File: src/core/quasi_port_pkg.sv
// constants and carrier types for the quasi-bidirectional port block
package quasi_port_pkg;

  localparam int PORT_WIDTH = 8;
  localparam int PORT_COUNT = 2;
  localparam int UPPER      = 0;
  localparam int LOWER      = 1;

  localparam logic [7:0] LATCH_RESET = 8'hFF;

  // lower port alternate function bit positions
  localparam int RX_BIT   = 0;
  localparam int TX_BIT   = 1;
  localparam int IRQ0_BIT = 2;
  localparam int IRQ1_BIT = 3;
  localparam int T0_BIT   = 4;
  localparam int T1_BIT   = 5;
  localparam int WR_BIT   = 6;
  localparam int RD_BIT   = 7;

  // timing
  localparam int CLK_PERIOD_NS = 50;
  localparam int TRANSITION_NS = 100;
  localparam int TRANSITION_RAW =
    (TRANSITION_NS + CLK_PERIOD_NS - 1) / CLK_PERIOD_NS;
  localparam int TRANSITION_CYCLES =
    (TRANSITION_RAW < 1) ? 1 : TRANSITION_RAW;
  localparam int HOLD_WIDTH = $clog2(TRANSITION_CYCLES + 1);

  typedef struct packed {
    logic [7:0] level;
    logic [7:0] drive_en;
    logic [7:0] weak_pullup;
  } pin_drive_type;

  typedef struct packed {
    logic tx_en;
    logic serial0_transmit_out;
    logic strobe_en;
    logic write_n;
    logic read_n;
  } lower_alt_out_type;

  typedef struct packed {
    logic serial0_receive_in;
    logic ext_irq_in_0;
    logic ext_irq_in_1;
    logic timer0_count_in;
    logic timer1_count_in;
  } alt_input_type;

endpackage : quasi_port_pkg

File: src/core/quasi_bidir_port_altfunc.sv
// two quasi-bidirectional ports with alternate functions and access pin
`timescale 1ns/10ps
module quasi_bidir_port_altfunc
  import quasi_port_pkg::*;
(
  input  wire logic              clk,
  input  wire logic              rst,
  input  wire logic              upper_write,
  input  wire logic [7:0]        upper_write_data,
  input  wire logic              lower_write,
  input  wire logic [7:0]        lower_write_data,
  input  wire logic              upper_addr_en,
  input  wire logic [7:0]        address_high,
  input  wire lower_alt_out_type lower_alt,
  input  wire logic [7:0]        upper_io_port_in,
  input  wire logic [7:0]        lower_multi_function_port_in,
  input  wire logic              external_code_select_n,
  output pin_drive_type          upper_io_port,
  output pin_drive_type          lower_multi_function_port,
  output logic [7:0]             upper_latch,
  output logic [7:0]             lower_latch,
  output logic [7:0]             upper_pin_level,
  output logic [7:0]             lower_pin_level,
  output alt_input_type          alt_inputs,
  output logic                   code_fetch_external
);

  localparam int TC_AST = TRANSITION_CYCLES;

  initial begin
    if (TRANSITION_CYCLES < 1 || TRANSITION_CYCLES >= (1 << HOLD_WIDTH)) begin
      $error("transition hold count does not fit its counter");
    end
  end

  logic [PORT_COUNT-1:0][7:0]                 latch;
  logic [PORT_COUNT-1:0][7:0]                 alt_value;
  logic [PORT_COUNT-1:0][7:0]                 full_drive;
  logic [PORT_COUNT-1:0][7:0]                 eff;
  logic [PORT_COUNT-1:0][7:0]                 prev_eff;
  logic [PORT_COUNT-1:0][7:0]                 out_level;
  logic [PORT_COUNT-1:0][7:0]                 out_en;
  logic [PORT_COUNT-1:0][7:0][HOLD_WIDTH-1:0] hold_cnt;
  logic [PORT_COUNT-1:0][7:0]                 sync_meta;
  logic [PORT_COUNT-1:0][7:0]                 sync_pin;
  logic [PORT_COUNT-1:0]                      wr_strobe;
  logic [PORT_COUNT-1:0][7:0]                 wr_data;
  logic                                       ea_meta;
  logic                                       ea_sync;

  assign wr_strobe[UPPER] = upper_write;
  assign wr_strobe[LOWER] = lower_write;
  assign wr_data[UPPER]   = upper_write_data;
  assign wr_data[LOWER]   = lower_write_data;

  // port latches written by the core
  always_ff @(posedge clk) begin
    if (rst) begin
      latch <= {PORT_COUNT{LATCH_RESET}};
    end else begin
      for (int p = 0; p < PORT_COUNT; p++) begin
        if (wr_strobe[p]) begin
          latch[p] <= wr_data[p];
        end
      end
    end
  end

  // alternate output selection; a bit without alternate use stays at 1
  always_comb begin
    alt_value  = '1;
    full_drive = '0;
    if (upper_addr_en) begin
      alt_value[UPPER]  = address_high;
      full_drive[UPPER] = '1;
    end
    if (lower_alt.tx_en) begin
      alt_value[LOWER][TX_BIT] = lower_alt.serial0_transmit_out;
    end
    if (lower_alt.strobe_en) begin
      alt_value[LOWER][WR_BIT] = lower_alt.write_n;
      alt_value[LOWER][RD_BIT] = lower_alt.read_n;
    end
  end

  // a low latch always wins over an alternate output
  assign eff = latch & alt_value;

  // pin drivers; address bus bits get active drivers both ways
  always_ff @(posedge clk) begin
    if (rst) begin
      out_level <= '1;
      out_en    <= '0;
      prev_eff  <= '1;
      hold_cnt  <= '0;
    end else begin
      prev_eff <= eff;
      for (int p = 0; p < PORT_COUNT; p++) begin
        for (int b = 0; b < PORT_WIDTH; b++) begin
          if (full_drive[p][b]) begin
            out_en[p][b]    <= 1'b1;
            out_level[p][b] <= eff[p][b];
            hold_cnt[p][b]  <= '0;
          end else if (!eff[p][b]) begin
            out_en[p][b]    <= 1'b1;
            out_level[p][b] <= 1'b0;
            hold_cnt[p][b]  <= '0;
          end else if (!prev_eff[p][b]) begin
            out_en[p][b]    <= 1'b1;
            out_level[p][b] <= 1'b1;
            hold_cnt[p][b]  <= HOLD_WIDTH'(TRANSITION_CYCLES - 1);
          end else if (hold_cnt[p][b] != '0) begin
            hold_cnt[p][b]  <= hold_cnt[p][b] - 1'b1;
          end else begin
            out_en[p][b]    <= 1'b0;
            out_level[p][b] <= 1'b1;
          end
        end
      end
    end
  end

  assign upper_io_port.level                   = out_level[UPPER];
  assign upper_io_port.drive_en                = out_en[UPPER];
  assign upper_io_port.weak_pullup             = ~out_en[UPPER];
  assign lower_multi_function_port.level       = out_level[LOWER];
  assign lower_multi_function_port.drive_en    = out_en[LOWER];
  assign lower_multi_function_port.weak_pullup = ~out_en[LOWER];
  assign upper_latch = latch[UPPER];
  assign lower_latch = latch[LOWER];

  // pins are asynchronous to clk: two flops before any use
  always_ff @(posedge clk) begin
    sync_meta[UPPER] <= upper_io_port_in;
    sync_meta[LOWER] <= lower_multi_function_port_in;
    sync_pin         <= sync_meta;
  end

  always_ff @(posedge clk) begin
    ea_meta <= external_code_select_n;
    ea_sync <= ea_meta;
  end

  // reads see the pin, not the latch, so an outside driver is visible
  assign upper_pin_level = sync_pin[UPPER];
  assign lower_pin_level = sync_pin[LOWER];

  assign alt_inputs.serial0_receive_in = sync_pin[LOWER][RX_BIT];
  assign alt_inputs.ext_irq_in_0       = sync_pin[LOWER][IRQ0_BIT];
  assign alt_inputs.ext_irq_in_1       = sync_pin[LOWER][IRQ1_BIT];
  assign alt_inputs.timer0_count_in    = sync_pin[LOWER][T0_BIT];
  assign alt_inputs.timer1_count_in    = sync_pin[LOWER][T1_BIT];

  // strap-like level; the core decides when to act on it
  assign code_fetch_external = ~ea_sync;

  // counts strong-high cycles outside address mode; saturates, never wraps
  logic                addr_mode_seen;
  logic [HOLD_WIDTH:0] strong_high_run;

  always_ff @(posedge clk) begin
    addr_mode_seen <= upper_addr_en;
  end

  always_ff @(posedge clk) begin
    if (rst || addr_mode_seen
        || !(out_en[UPPER][0] && out_level[UPPER][0])) begin
      strong_high_run <= '0;
    end else if (strong_high_run != '1) begin
      strong_high_run <= strong_high_run + 1'b1;
    end
  end
endmodule : quasi_bidir_port_altfunc

File: config.mk
export PLATFORM = sky130hd
export DESIGN_NAME = quasi_bidir_port_altfunc
export DESIGN_NICKNAME = d
export VERILOG_FILES = /design/src/core/quasi_port_pkg.sv /design/src/core/quasi_bidir_port_altfunc.sv
export SDC_FILE = /design/constraint.sdc
export NUM_CORES = 1
export LEC_CHECK = 0
export BUFFER_PORTS_ARGS = -buffer_cell sky130_fd_sc_hd__buf_2
export CAP_MARGIN = 20
export CORE_ASPECT_RATIO = 1.4
export CORE_MARGIN = 5
export CORE_UTILIZATION = 49
export DETAILED_ROUTE_END_ITERATION = 10
export GPL_TIMING_DRIVEN = 1
export PLACE_DENSITY = 0.73
export SYNTH_ARGS = -nofsm -noshare
export SYNTH_HDL_FRONTEND = slang
export SYNTH_SLANG_ARGS = --single-unit
File: constraint.sdc
create_clock -name clk -period 1.2 [get_ports clk]
set_input_delay 0.12 -clock clk [delete_from_list [all_inputs] [get_ports clk]]
set_output_delay 0.12 -clock clk [all_outputs]
set_load 0.01 [all_outputs]
Word level (Yosys, flattened, before mapping)
Cells that the tools add are included.
{"block": "totals", "regBits": 130, "in_bits": 51, "word_cells": 354, "output_inout_bits": 86}
{"block": "classes", "n_addsub": 16, "mux": 148, "reduce_logical": 48, "n_bitwise": 36, "n_eq_ne": 32}
{"op": "2-to-1 mux 1 bit", "count": 145}
{"op": "OR reduction 3 bit", "count": 16}
{"op": "NOT 1 bit", "count": 33}
{"op": "!= test 2 x 1 -> 1 bit (second input constant)", "count": 16}
{"op": "!= test 4 bit (second input constant)", "count": 8}
{"op": "nonzero test 2 bit", "count": 16}
{"op": "OR reduction 4 bit", "count": 8}
{"op": "subtractor 2 x 1 -> 2 bit (second input constant)", "count": 16}
{"op": "!= test 3 bit (second input constant)", "count": 8}
{"op": "bitwise AND 16 bit", "count": 1}
{"op": "2-to-1 mux 8 bit", "count": 2}
{"op": "NOT 8 bit", "count": 2}
{"op": "OR reduction 2 bit", "count": 8}
{"op": "2-to-1 mux 2 bit", "count": 1}

Longest topological paths before layout
Gate-level depths: netlist of run 1.
{"block": "depth", "word_depth": 5, "mapped_depth": 5}

Worst setup path before layout of run 1
Ideal clock, no wire load.
{"block": "synth_timing", "path_kind": "register -> register", "from": "reg hold_cnt[6] in the netlist's numbering", "to": "reg out_level, in the netlist upper_io_port[19]", "required_ps": 1071, "t_arrival_ps": 952, "setup_slack_ps": 119, "n_path_buf": 0, "setup_time_ps": 129, "stages_incl_launch_ff": 5, "cell_sequence": "dfxtp_1 > inv_1 > ha_1 > nor4b_1 > o21bai_1"}
{"block": "synth_via", "elab_chain_cells": 2}
{"element": "start: declaration", "line": "quasi_bidir_port_altfunc.sv:43", "source": "logic [PORT_COUNT-1:0][7:0][HOLD_WIDTH-1:0] hold_cnt;"}
{"element": "start signal: indexed assignment", "line": "quasi_bidir_port_altfunc.sv:111", "source": "hold_cnt[p][b] <= HOLD_WIDTH'(TRANSITION_CYCLES - 1);"}
{"element": "start signal: indexed assignment", "line": "quasi_bidir_port_altfunc.sv:113", "source": "hold_cnt[p][b] <= hold_cnt[p][b] - 1'b1;"}
{"element": "nonzero test 2 bit", "line": "quasi_bidir_port_altfunc.sv:112", "source": "end else if (hold_cnt[p][b] != '0) begin"}
{"element": "!= test 4 bit (no line)"}
{"element": "end signal: indexed assignment", "line": "quasi_bidir_port_altfunc.sv:102", "source": "out_level[p][b] <= eff[p][b];"}
{"element": "end: declaration", "line": "quasi_bidir_port_altfunc.sv:41", "source": "logic [PORT_COUNT-1:0][7:0] out_level;"}
Every way passes these cells.
A chain may end at the register's enable or synchronous reset.

Worst setup path after layout of run 1
{"block": "layout_timing", "from": "reg hold_cnt[12] in the netlist's numbering", "to": "reg out_level, in the netlist upper_io_port[22]"}
The elaborated chain is that of the path after synthesis.

==> results of run 1 <==
## power by group
group | switching [uW] | total (uW) | internal [uW] | leakage, uW
combinational | 845 | 1670 | 829 | 0.00140
sequential | 229 | 4900 | 4670 | 0.00108
clock | 1900 | 5420 | 3520 | 0.000304
## layer usage
metal	global-route usage (%)	wire (microns)
met4	6.65	129
met2	32.9	5260
met3	7.09	779
met1	18.7	4080
met5	0	0
## final cells by class
cell class | count | area [sq um]
Timing Repair Buffer | 177 | 1140
Inverter | 53 | 199
Clock buffer | 19 | 433
Fill cell | 693 | 2900
Multi-Input combinational cell | 245 | 1800
Tap cell | 110 | 138
Sequential cell | 130 | 2600
Clock inverter | 13 | 198
## worst register-to-register path, delay by kind of cell, from the launching register on
family,cells,cell delay (ps)
compound gates,1,80
fa+ha+maj,1,260
buf+inv,1,50
flops,1,340
simple gates,1,330
## metrics by stage
step | instance area [sq um] | setup WS [ps]
after detailed placement | 5420 | -4.16
after global routing | 6510 | -28.3
after floorplan | 4670 | 119
after global placement | 5420 | 78.3
final | 6510 | 22.1
after CTS | 6420 | 6.56
## cell families (layout without fill, tap and decap cells)
family / after synthesis / in the layout / share of synthesized area [%]
adder cells (fa/ha/maj): 16 / 16 / 4.29
buffers and inverters: 76 / 262 / 7.98
flip-flops: 130 / 130 / 55.7
AO/OA/AOI/OAI: 95 / 95 / 13.7
XOR/XNOR: 16 / 16 / 3.00
AND/OR/NAND/NOR: 118 / 118 / 15.3
## sequential cells by signal (all words and copies together), names as in the netlist, 16 cells and up
register / cells
upper_io_port: 16
sync_meta: 16
prev_eff: 16
lower_multi_function_port: 16
hold_cnt: 32
## cells in the mapped netlist (all sizes together)
master,n,share of area [%]
a21o,5,0.80
o21bai,11,1.8
a211o,16,3.0
nor2b,16,2.1
dfxtp,130,56
nor4b,11,2.7
a31oi,5,0.67
nor4,1,0.13
buf,21,3.6
nor3b,9,1.4
o21ai,14,1.7
or2,5,0.67
nand2b,28,3.8
inv,53,4.3
clkbuf,2,0.16
a21oi,31,3.3
nor2,22,1.9
nand2,20,1.6
xor2,16,3.0
ha,16,4.3
a41oi,7,1.3
nor3,6,0.96
o21ba,3,0.64
a211oi,3,0.48
## worst min-delay path by stage
stage / to / startpoint / slack (ps)
2_1_floorplan: ea_meta / external_code_select_n / 150
3_3_place_gp: sync_meta[5] / upper_io_port_in[5] / 220
3_5_place_dp: sync_meta[2] / upper_io_port_in[2] / 220
4_1_cts: prev_eff[6] / address_high[6] / 7
5_1_grt: prev_eff[6] / address_high[6] / 30
6_report: prev_eff[14] / lower_alt[1] / 30
## what timing repair did
action	in CTS	in global routing
buffers inserted	0	0
hold endpoints to repair	35	0
endpoints found under the setup margin	2	22
pin swaps	0	1
gates resized for setup	2	24
hold buffers	35	0
==> flow_results.xml, run 1 <==
<?xml version="1.0" encoding="UTF-8"?>
<metrics>
  <group name="timing">
    <metric name="setup_repair_after_global_routing_missed_its_margin" unit="">yes</metric>
    <metric name="tightest_slew" unit="ps">531</metric>
    <metric name="final.hold.worst_slack" unit="ps">31.5</metric>
    <metric name="post_layout_min_period" unit="ps">1180</metric>
    <metric name="fmax" unit="GHz">0.849</metric>
    <metric name="maxSlewHeadroom" unit="%">64.2</metric>
    <metric name="finalMaxSlewViolations" unit="">0</metric>
    <metric name="skew" unit="ps">7.76</metric>
    <metric name="setup-violations-final" unit="">0</metric>
    <metric name="finalSetupTns" unit="ps">0</metric>
    <metric name="final.period_utilization" unit="%">98.2</metric>
    <metric name="finalHoldViolations" unit="">0</metric>
  </group>
  <group name="route">
    <metric name="route.vias.total" unit="">3731</metric>
    <metric name="route.antenna.remaining_nets" unit="">0</metric>
    <metric name="wl_per_cell" unit="microns">13.7</metric>
    <metric name="detail_route.wirelength" unit="microns">10300</metric>
    <metric name="detail_route.iter0.violations" unit="">74</metric>
    <metric name="drt_drc_violations_left" unit="">0</metric>
    <metric name="first_pass_iters" unit="">4</metric>
    <metric name="avgViaCountPerCell" unit="">4.99</metric>
  </group>
  <group name="floorplanning">
    <metric name="floorplan.die.height" unit="microns">126</metric>
    <metric name="design.core.area" unit="sq mm">0.00941</metric>
    <metric name="die_width" unit="microns">92.5</metric>
    <metric name="initial_core_util" unit="%">49.7</metric>
    <metric name="boundaryPins" unit="">137</metric>
    <metric name="core.rowCount" unit="">42</metric>
    <metric name="die_outline_area" unit="sq mm">0.0116</metric>
  </group>
  <group name="flow_run">
    <metric name="max_cap_violations" unit="">0</metric>
  </group>
  <group name="min_path">
    <metric name="worstHoldPathType" unit="">in -&gt; reg</metric>
    <metric name="count_of_cells_along_the_worst_hold_path" unit="">3</metric>
  </group>
  <group name="clocking">
    <metric name="htree_levels" unit="">4</metric>
    <metric name="clk_transition_reported_paths" unit="ps">60</metric>
    <metric name="tritoncts" unit="">done</metric>
    <metric name="cts_inserted_buffers" unit="">17</metric>
    <metric name="cts.root.buffer_cell" unit="">sky130_fd_sc_hd__clkbuf_16</metric>
    <metric name="numClockSinks" unit="">130</metric>
    <metric name="clock_latency" unit="ps">410</metric>
    <metric name="cts-root-to-sink-buffers" unit="">2</metric>
  </group>
  <group name="setup_path">
    <metric name="worst_path_max_delay_cell" unit="">sky130_fd_sc_hd__dfxtp_1</metric>
    <metric name="worst-path-max-fanout" unit="">5</metric>
    <metric name="path_depth" unit="">4</metric>
    <metric name="worst-endpoint-arrival" unit="ps">1460</metric>
    <metric name="cp-startpoint" unit="">hold_cnt[12]</metric>
    <metric name="crit-reg2reg-capture" unit="">upper_io_port[22]</metric>
    <metric name="worstSetupStartpointType" unit="">flop</metric>
    <metric name="critical-path-max-stage-delay" unit="ps">340</metric>
    <metric name="path_cells" unit="">inv_1 &gt; ha_1 &gt; nor4b_2 &gt; o21bai_1</metric>
    <metric name="reg2reg_setup_slack" unit="ps">20</metric>
    <metric name="timing.critical_path.to" unit="">upper_io_port[22]</metric>
    <metric name="reg2reg_depth" unit="">4</metric>
    <metric name="path_class" unit="">reg -&gt; reg</metric>
    <metric name="regToRegStartpoint" unit="">hold_cnt[12]</metric>
    <metric name="timing.critical_path.buf_inv" unit="">1</metric>
    <metric name="timing.critical_path.max_delay_family" unit="">flip-flops</metric>
    <metric name="timing.critical_path.to_type" unit="">flop</metric>
    <metric name="timing.critical_path.required" unit="ps">1480</metric>
  </group>
  <group name="synthesis">
    <metric name="gate_count_post_synth" unit="">451</metric>
    <metric name="yosys_warnings" unit="">0</metric>
    <metric name="ys_types" unit="">30</metric>
    <metric name="register_area_share_after_synthesis" unit="%">55.7</metric>
    <metric name="mappedNetlistNets" unit="">518</metric>
    <metric name="ys_seq_elements" unit="">130</metric>
    <metric name="postSynthAreaPerCell" unit="sq um">10.4</metric>
    <metric name="netlist_area" unit="sq mm">0.00467</metric>
  </group>
  <group name="cells_and_area">
    <metric name="finalNetCount" unit="">691</metric>
    <metric name="post-route-util" unit="%">69.2</metric>
    <metric name="n_antenna_cell" unit="">0</metric>
    <metric name="layout-drive-gt1-share" unit="%">33.6</metric>
    <metric name="final_common_cell" unit="">sky130_fd_sc_hd__buf_2</metric>
    <metric name="area_delta_synth_final" unit="%">39.4</metric>
    <metric name="final_cell_mix" unit="">sky130_fd_sc_hd__buf_2, sky130_fd_sc_hd__dfxtp_1, sky130_fd_sc_hd__inv_1</metric>
    <metric name="layoutNonFillerInstCount" unit="">747</metric>
  </group>
  <group name="global_routing">
    <metric name="grt_pass1_vias" unit="">3853</metric>
    <metric name="gr-usage-all-layers" unit="%">18.2</metric>
    <metric name="grt_max_degree" unit="">44</metric>
    <metric name="global_route_wire_length_before_repair" unit="microns">17200</metric>
    <metric name="grt-ovfl-total" unit="">0</metric>
    <metric name="antenna_found_initial" unit="">0</metric>
  </group>
  <group name="power_and_ir_drop">
    <metric name="totalPowerFinal" unit="uW">12000</metric>
    <metric name="power.static_leakage" unit="uW">0.00279</metric>
    <metric name="cell_area_power_density" unit="mW/mm^2">1840</metric>
    <metric name="maximum_vdd_drop" unit="mV">1.38</metric>
  </group>
  <group name="placement">
    <metric name="post-dp-hpwl" unit="microns">6700</metric>
    <metric name="io_buffer_count" unit="">136</metric>
    <metric name="place_congestion" unit="">0.753</metric>
    <metric name="numPlacedInstances" unit="">680</metric>
  </group>
  <group name="status">
    <metric name="run_status" unit="">finished clean</metric>
  </group>
</metrics>
(Power assumes the default switching activity.)
==> inputs of run 2 (changes only) <==
Settings changed: BUFFER_PORTS_ARGS -buffer_cell sky130_fd_sc_hd__buf_2 to not set, DONT_BUFFER_PORTS set to 1, PLACE_DENSITY 0.73 to 0.61.
==> run 2 against run 1 <==
Effect of this change:
- the flow now finishes with violations (negative hold slack)
- register-to-register slack better by 30 ps
- setup slack improved by 33 ps
- power is 0.19% higher
- die area is the same
- non-clock buffer count shrank 144
==> flow_results.xml, run 2 (synthesized netlist as in run 1, its figures left out) <==
<?xml version="1.0" encoding="UTF-8"?>
<metrics>
  <group name="setup_path">
    <metric name="path_cells" unit="">inv_1 &gt; ha_1 &gt; nor4b_2 &gt; o21bai_1</metric>
    <metric name="worst-path-max-fanout" unit="">5</metric>
    <metric name="path_class" unit="">reg -&gt; reg</metric>
    <metric name="critical-path-max-stage-delay" unit="ps">340</metric>
    <metric name="timing.critical_path.to_type" unit="">flop</metric>
    <metric name="worst-endpoint-arrival" unit="ps">1420</metric>
    <metric name="worstSetupStartpointType" unit="">flop</metric>
    <metric name="timing.critical_path.required" unit="ps">1480</metric>
    <metric name="timing.critical_path.max_delay_family" unit="">flip-flops</metric>
    <metric name="timing.critical_path.buf_inv" unit="">1</metric>
    <metric name="worst_path_max_delay_cell" unit="">sky130_fd_sc_hd__dfxtp_1</metric>
  </group>
  <group name="cells_and_area">
    <metric name="postLayoutCellArea" unit="sq mm">0.00571</metric>
    <metric name="final_cell_mix" unit="">sky130_fd_sc_hd__dfxtp_1, sky130_fd_sc_hd__inv_1, sky130_fd_sc_hd__a21oi_1</metric>
    <metric name="post-route-util" unit="%">60.7</metric>
    <metric name="regMostFlops" unit="">hold_cnt</metric>
    <metric name="n_antenna_cell" unit="">0</metric>
    <metric name="finalNetCount" unit="">547</metric>
    <metric name="layout-drive-gt1-share" unit="%">14.6</metric>
    <metric name="largest_register_ff_count" unit="">32</metric>
    <metric name="area_delta_synth_final" unit="%">22.2</metric>
    <metric name="final_common_cell" unit="">sky130_fd_sc_hd__dfxtp_1</metric>
  </group>
  <group name="power_and_ir_drop">
    <metric name="power.static_leakage" unit="uW">0.00225</metric>
    <metric name="maximum_vdd_drop" unit="mV">1.15</metric>
    <metric name="swShare" unit="%">23.6</metric>
    <metric name="clock_power_share" unit="%">48.8</metric>
    <metric name="internal_power" unit="uW">9170</metric>
    <metric name="cell_area_power_density" unit="mW/mm^2">2100</metric>
    <metric name="power.share.sequential" unit="%">41.6</metric>
    <metric name="comb_power_share" unit="%">9.6</metric>
    <metric name="switchingPower" unit="uW">2840</metric>
  </group>
  <group name="flow_run">
    <metric name="max_cap_violations" unit="">0</metric>
  </group>
  <group name="timing">
    <metric name="setup-violations-final" unit="">0</metric>
    <metric name="finalHoldViolations" unit="">81</metric>
    <metric name="post_layout_min_period" unit="ps">1150</metric>
    <metric name="maxSlewHeadroom" unit="%">56.7</metric>
    <metric name="finalMaxSlewViolations" unit="">0</metric>
    <metric name="final.period_utilization" unit="%">95.4</metric>
    <metric name="skew" unit="ps">6.95</metric>
    <metric name="final.hold.worst_slack" unit="ps">-211</metric>
    <metric name="setup_repair_after_global_routing_missed_its_margin" unit="">yes</metric>
    <metric name="tightest_slew" unit="ps">643</metric>
    <metric name="fmax" unit="GHz">0.873</metric>
  </group>
  <group name="clocking">
    <metric name="tritoncts" unit="">done</metric>
    <metric name="clock_latency" unit="ps">400</metric>
    <metric name="htree_levels" unit="">4</metric>
    <metric name="cts_inserted_buffers" unit="">17</metric>
    <metric name="post_cts_buffers" unit="">0</metric>
    <metric name="numClockSinks" unit="">130</metric>
    <metric name="clk_transition_reported_paths" unit="ps">60</metric>
    <metric name="cts-root-to-sink-buffers" unit="">2</metric>
    <metric name="cts.root.buffer_cell" unit="">sky130_fd_sc_hd__clkbuf_16</metric>
  </group>
  <group name="global_routing">
    <metric name="global_route.peak_usage_layer" unit="">met2</metric>
    <metric name="global_route_wire_length_before_repair" unit="microns">15000</metric>
    <metric name="met1_usage" unit="%">16.6</metric>
    <metric name="gr-usage-all-layers" unit="%">16.3</metric>
    <metric name="grt_pass1_vias" unit="">3292</metric>
    <metric name="use_met2" unit="%">29.0</metric>
    <metric name="grt_max_degree" unit="">78</metric>
    <metric name="antenna_found_initial" unit="">0</metric>
    <metric name="grt-ovfl-total" unit="">0</metric>
    <metric name="use_met3" unit="%">6.79</metric>
  </group>
  <group name="placement">
    <metric name="io_buffer_count" unit="">0</metric>
    <metric name="dpl-instance-area" unit="sq mm">0.00468</metric>
    <metric name="post-dp-hpwl" unit="microns">5870</metric>
    <metric name="place_congestion" unit="">0.749</metric>
  </group>
  <group name="route">
    <metric name="wl_per_cell" unit="microns">15.0</metric>
    <metric name="route.vias.total" unit="">3157</metric>
    <metric name="avgViaCountPerCell" unit="">5.24</metric>
    <metric name="route.antenna.remaining_nets" unit="">0</metric>
    <metric name="first_pass_iters" unit="">4</metric>
    <metric name="drt_drc_violations_left" unit="">0</metric>
    <metric name="detail_route.wirelength" unit="microns">9040</metric>
    <metric name="detail_route.iter0.violations" unit="">92</metric>
  </group>
  <group name="floorplanning">
    <metric name="design.core.area" unit="sq mm">0.00941</metric>
    <metric name="die_outline_area" unit="sq mm">0.0116</metric>
    <metric name="boundaryPins" unit="">137</metric>
    <metric name="die_width" unit="microns">92.5</metric>
    <metric name="core.rowCount" unit="">42</metric>
    <metric name="initial_core_util" unit="%">49.7</metric>
    <metric name="floorplan.die.height" unit="microns">126</metric>
  </group>
  <group name="min_path">
    <metric name="worstHoldPathType" unit="">in -&gt; reg</metric>
  </group>
  <group name="status">
    <metric name="violations" unit="">negative hold slack</metric>
    <metric name="run_status" unit="">complete, but fails checks</metric>
  </group>
</metrics>
==> run 2: cell types whose count changed in the layout (fill, tap and decap cells not counted), sizes merged <==
cell	delta
buf	-136
bufinv	+2
clkbuf	-2
clkinv	-2
dlygate4sd3	-8
inv	+1
==> run 2: final timing paths <==
kind	from	endpoint	slack, ps	cells past startpoint
setup / recovery	hold_cnt[4]	upper_io_port[18]	50	4
hold / removal	rst	hold_cnt[18]	-210	1
setup reg to reg	hold_cnt[4]	upper_io_port[18]	50	4
hold reg to reg	sync_meta[11]	lower_pin_level[3]	330	0
==> run 2: cell type report <==
type                       instances  area [sq um]
clock inverter                    14           249
inverter                          53           199
fill                             808          3700
tap                              110           138
timing repair buffer              33           315
clock buffer                      17           425
multi-input combinational        245          1780
sequential                       130          2600
==> run 2: per-layer routing <==
| metal | part of all wire, % | routed length (microns) |
|---|---|---|
| met1 | 39 | 3520 |
| met2 | 51 | 4630 |
| met3 | 8.5 | 766 |
| met4 | 1.4 | 123 |
| met5 | 0 | 0 |
==> run 2: power groups by stage <==
stage	sequential (uW)	clock, uW	combinational [uW]
2_1_floorplan	5000	0	977
6_report	4990	5870	1160
5_1_grt	5040	6190	1340
3_3_place_gp	5080	0	995
4_1_cts	5000	5970	1130
3_5_place_dp	5090	0	1040
==> run 2: repair_timing <==
item                       in CTS  in global routing
setup endpoints to repair       1                 20
hold endpoints to repair      113                 94
hold buffers                   25                  3
gates resized for setup         1                 18
pin swaps                       0                  3
==> run 2: metrics by stage <==
stage	TNS, ps	setup WS (ps)	total power (uW)	std cells
after global placement	0	82.5	6070	544
final	0	54.9	12000	602
after global routing	-122	-47.4	12600	602
after CTS	0	10.9	12100	600
after floorplan	0	119	5980	451
after detailed placement	-5.96	-5.96	6130	544
==> inputs of run 3 (changes only) <==
Settings changed: CORE_ASPECT_RATIO 1.4 to not set.
==> run 3 against run 2 <==
Effect of this change:
- the run still ends with negative hold slack left
- final area decreased by 1.8%
- largest power group unchanged
- setup slack got worse by 5.1 ps
- utilization decreased by 0.29 points
- fmax is 0.44% lower
- sequential share of layout area up 0.91 points
- wire length fell by 2.6%
- via count decreased by 1.3%
- register-to-register slack barely moved
- clock power decreased by 14%
- combinational power is 3% lower
- worst hold slack lost 100 ps
- clock-buffer cell count increased by 1
==> flow_results.xml, run 3 (synthesized netlist as in run 1, its figures left out) <==
<?xml version="1.0" encoding="UTF-8"?>
<metrics>
  <group name="status">
    <metric name="run_status" unit="">complete, but fails checks</metric>
    <metric name="violations" unit="">negative hold slack</metric>
  </group>
  <group name="floorplanning">
    <metric name="die_width" unit="microns">108</metric>
    <metric name="die_outline_area" unit="sq mm">0.0116</metric>
    <metric name="initial_core_util" unit="%">50.3</metric>
    <metric name="core.rowCount" unit="">35</metric>
    <metric name="floorplan.die.height" unit="microns">108</metric>
    <metric name="boundaryPins" unit="">137</metric>
    <metric name="design.core.area" unit="sq mm">0.00928</metric>
  </group>
  <group name="cells_and_area">
    <metric name="layout-drive-gt1-share" unit="%">14.8</metric>
    <metric name="layoutNonFillerInstCount" unit="">617</metric>
    <metric name="n_antenna_cell" unit="">0</metric>
    <metric name="postLayoutCellArea" unit="sq mm">0.00561</metric>
    <metric name="finalNetCount" unit="">542</metric>
    <metric name="register_area" unit="sq mm">0.00261</metric>
    <metric name="regMostFlops" unit="">hold_cnt</metric>
    <metric name="num-fill-cells" unit="">799</metric>
    <metric name="area_delta_synth_final" unit="%">20.1</metric>
    <metric name="final_common_cell" unit="">sky130_fd_sc_hd__dfxtp_1</metric>
    <metric name="final_cell_mix" unit="">sky130_fd_sc_hd__dfxtp_1, sky130_fd_sc_hd__inv_1, sky130_fd_sc_hd__a21oi_1</metric>
    <metric name="largest_register_ff_count" unit="">32</metric>
    <metric name="multi_input_gate_area_in_the_final_layout" unit="sq mm">0.00177</metric>
  </group>
  <group name="timing">
    <metric name="finalHoldViolations" unit="">81</metric>
    <metric name="final.period_utilization" unit="%">95.9</metric>
    <metric name="final.hold.worst_slack" unit="ps">-314</metric>
    <metric name="skew" unit="ps">8.06</metric>
    <metric name="setup-violations-final" unit="">0</metric>
    <metric name="setup_repair_after_global_routing_missed_its_margin" unit="">yes</metric>
    <metric name="layout_setup_ws" unit="ps">49.8</metric>
    <metric name="finalMaxSlewViolations" unit="">0</metric>
    <metric name="post_layout_min_period" unit="ps">1150</metric>
    <metric name="tightest_slew" unit="ps">567</metric>
    <metric name="maxSlewHeadroom" unit="%">62.1</metric>
    <metric name="fmax" unit="GHz">0.869</metric>
  </group>
  <group name="global_routing">
    <metric name="antenna_found_initial" unit="">1</metric>
    <metric name="grt_pass1_vias" unit="">3158</metric>
    <metric name="global_route_wire_length_before_repair" unit="microns">14300</metric>
    <metric name="grt-ovfl-total" unit="">0</metric>
    <metric name="gr-usage-all-layers" unit="%">15.5</metric>
    <metric name="grt_max_degree" unit="">78</metric>
  </group>
  <group name="placement">
    <metric name="dpl-instance-area" unit="sq mm">0.00470</metric>
    <metric name="post-dp-hpwl" unit="microns">5720</metric>
    <metric name="preCtsSetupSlack" unit="ps">18.3</metric>
    <metric name="numPlacedInstances" unit="">561</metric>
    <metric name="io_buffer_count" unit="">0</metric>
    <metric name="place_congestion" unit="">0.732</metric>
  </group>
  <group name="clocking">
    <metric name="clk_transition_reported_paths" unit="ps">70</metric>
    <metric name="htree_levels" unit="">4</metric>
    <metric name="cts-root-to-sink-buffers" unit="">2</metric>
    <metric name="cts_hold_buffers" unit="">24</metric>
    <metric name="cts_inserted_buffers" unit="">17</metric>
    <metric name="clock_latency" unit="ps">500</metric>
    <metric name="numClockSinks" unit="">130</metric>
    <metric name="cts.root.buffer_cell" unit="">sky130_fd_sc_hd__clkbuf_8</metric>
    <metric name="tritoncts" unit="">done</metric>
  </group>
  <group name="setup_path">
    <metric name="path_depth" unit="">1</metric>
    <metric name="path_class" unit="">reg -&gt; out</metric>
    <metric name="cp-startpoint" unit="">upper_io_port[15]</metric>
    <metric name="worst-endpoint-arrival" unit="ps">1030</metric>
    <metric name="timing.critical_path.buf_inv" unit="">1</metric>
    <metric name="reg2reg_depth" unit="">5</metric>
    <metric name="timing.critical_path.max_delay_family" unit="">flip-flops</metric>
    <metric name="worst-path-max-fanout" unit="">3</metric>
    <metric name="timing.critical_path.to" unit="">upper_io_port[7]</metric>
    <metric name="path_cells" unit="">inv_1</metric>
    <metric name="critical-path-max-stage-delay" unit="ps">420</metric>
    <metric name="worst_path_max_delay_cell" unit="">sky130_fd_sc_hd__dfxtp_1</metric>
    <metric name="worstSetupStartpointType" unit="">flop</metric>
    <metric name="reg2reg_setup_slack" unit="ps">60</metric>
    <metric name="timing.critical_path.required" unit="ps">1080</metric>
    <metric name="timing.critical_path.to_type" unit="">output port</metric>
    <metric name="crit-reg2reg-capture" unit="">hold_cnt[31]</metric>
    <metric name="regToRegStartpoint" unit="">hold_cnt[30]</metric>
  </group>
  <group name="power_and_ir_drop">
    <metric name="internal_power" unit="uW">8270</metric>
    <metric name="cell_area_power_density" unit="mW/mm^2">1990</metric>
    <metric name="power.static_leakage" unit="uW">0.00219</metric>
    <metric name="clock_power_share" unit="%">45.1</metric>
    <metric name="swShare" unit="%">25.8</metric>
    <metric name="switchingPower" unit="uW">2880</metric>
    <metric name="totalPowerFinal" unit="uW">11100</metric>
    <metric name="comb_power_share" unit="%">10.1</metric>
    <metric name="maximum_vdd_drop" unit="mV">1.34</metric>
    <metric name="power.share.sequential" unit="%">44.8</metric>
  </group>
  <group name="route">
    <metric name="route.antenna.remaining_nets" unit="">0</metric>
    <metric name="detail_route.iter0.violations" unit="">114</metric>
    <metric name="drt_drc_violations_left" unit="">0</metric>
    <metric name="first_pass_iters" unit="">4</metric>
    <metric name="detail_route.wirelength" unit="microns">8810</metric>
    <metric name="wl_per_cell" unit="microns">14.3</metric>
    <metric name="route.vias.total" unit="">3117</metric>
    <metric name="avgViaCountPerCell" unit="">5.05</metric>
  </group>
  <group name="min_path">
    <metric name="worstHoldPathType" unit="">in -&gt; reg</metric>
  </group>
  <group name="flow_run">
    <metric name="max_cap_violations" unit="">0</metric>
  </group>
</metrics>
run 3: worst min path at each step:
stage | end | start | cells past startpoint | slack (ps)
2_1_floorplan | ea_meta | external_code_select_n | 0 | 150
3_3_place_gp | sync_meta[9] | lower_multi_function_port_in[1] | 0 | 150
3_5_place_dp | sync_meta[9] | lower_multi_function_port_in[1] | 0 | 150
4_1_cts | lower_multi_function_port[12] | rst | 1 | -340
5_1_grt | upper_io_port[11] | rst | 1 | -340
6_report | upper_io_port[12] | rst | 1 | -310
run 3: routing by layer:
metal / up-vias / routed length [microns] / global-route usage [%]
met2: 98 / 4180 / 25.3
li1: 1542 / - / -
met3: 6 / 811 / 8.40
met1: 1469 / 3770 / 17.4
met4: 2 / 42 / 4.51
met5: - / 13 / 0
run 3: layout make-up:
| type | count | share of cell area (%) |
|---|---|---|
| flip-flops and latches | 130 | 46.5 |
| multi-input cells | 245 | 31.6 |
| well taps | 129 | 2.88 |
| inverters | 53 | 3.55 |
| repair buffers | 28 | 5.04 |
| clock buffers | 18 | 7.45 |
| clock inverters | 14 | 2.97 |
run 3: through the flow:
step | util [%] | setup TNS [ps]
5_1_grt | 60.4 | -43.4
2_1_floorplan | - | 0
3_3_place_gp | 50.6 | 0
4_1_cts | 59.5 | 0
3_5_place_dp | 50.6 | 0
6_report | 60.4 | 0
run 3: power by group through the flow:
stage / clock (uW) / sequential, uW / combinational [uW]
after floorplan: 0 / 5000 / 977
after global placement: 0 / 5080 / 1000
after detailed placement: 0 / 5090 / 1030
after CTS: 5190 / 5000 / 1100
after global routing: 5380 / 5050 / 1290
final: 5030 / 5000 / 1120
run 3: repair_timing:
item                       CTS  global route
resized for setup            0            21
hold endpoints to repair   113            81
setup endpoints to repair    0            17
setup buffers                0             0
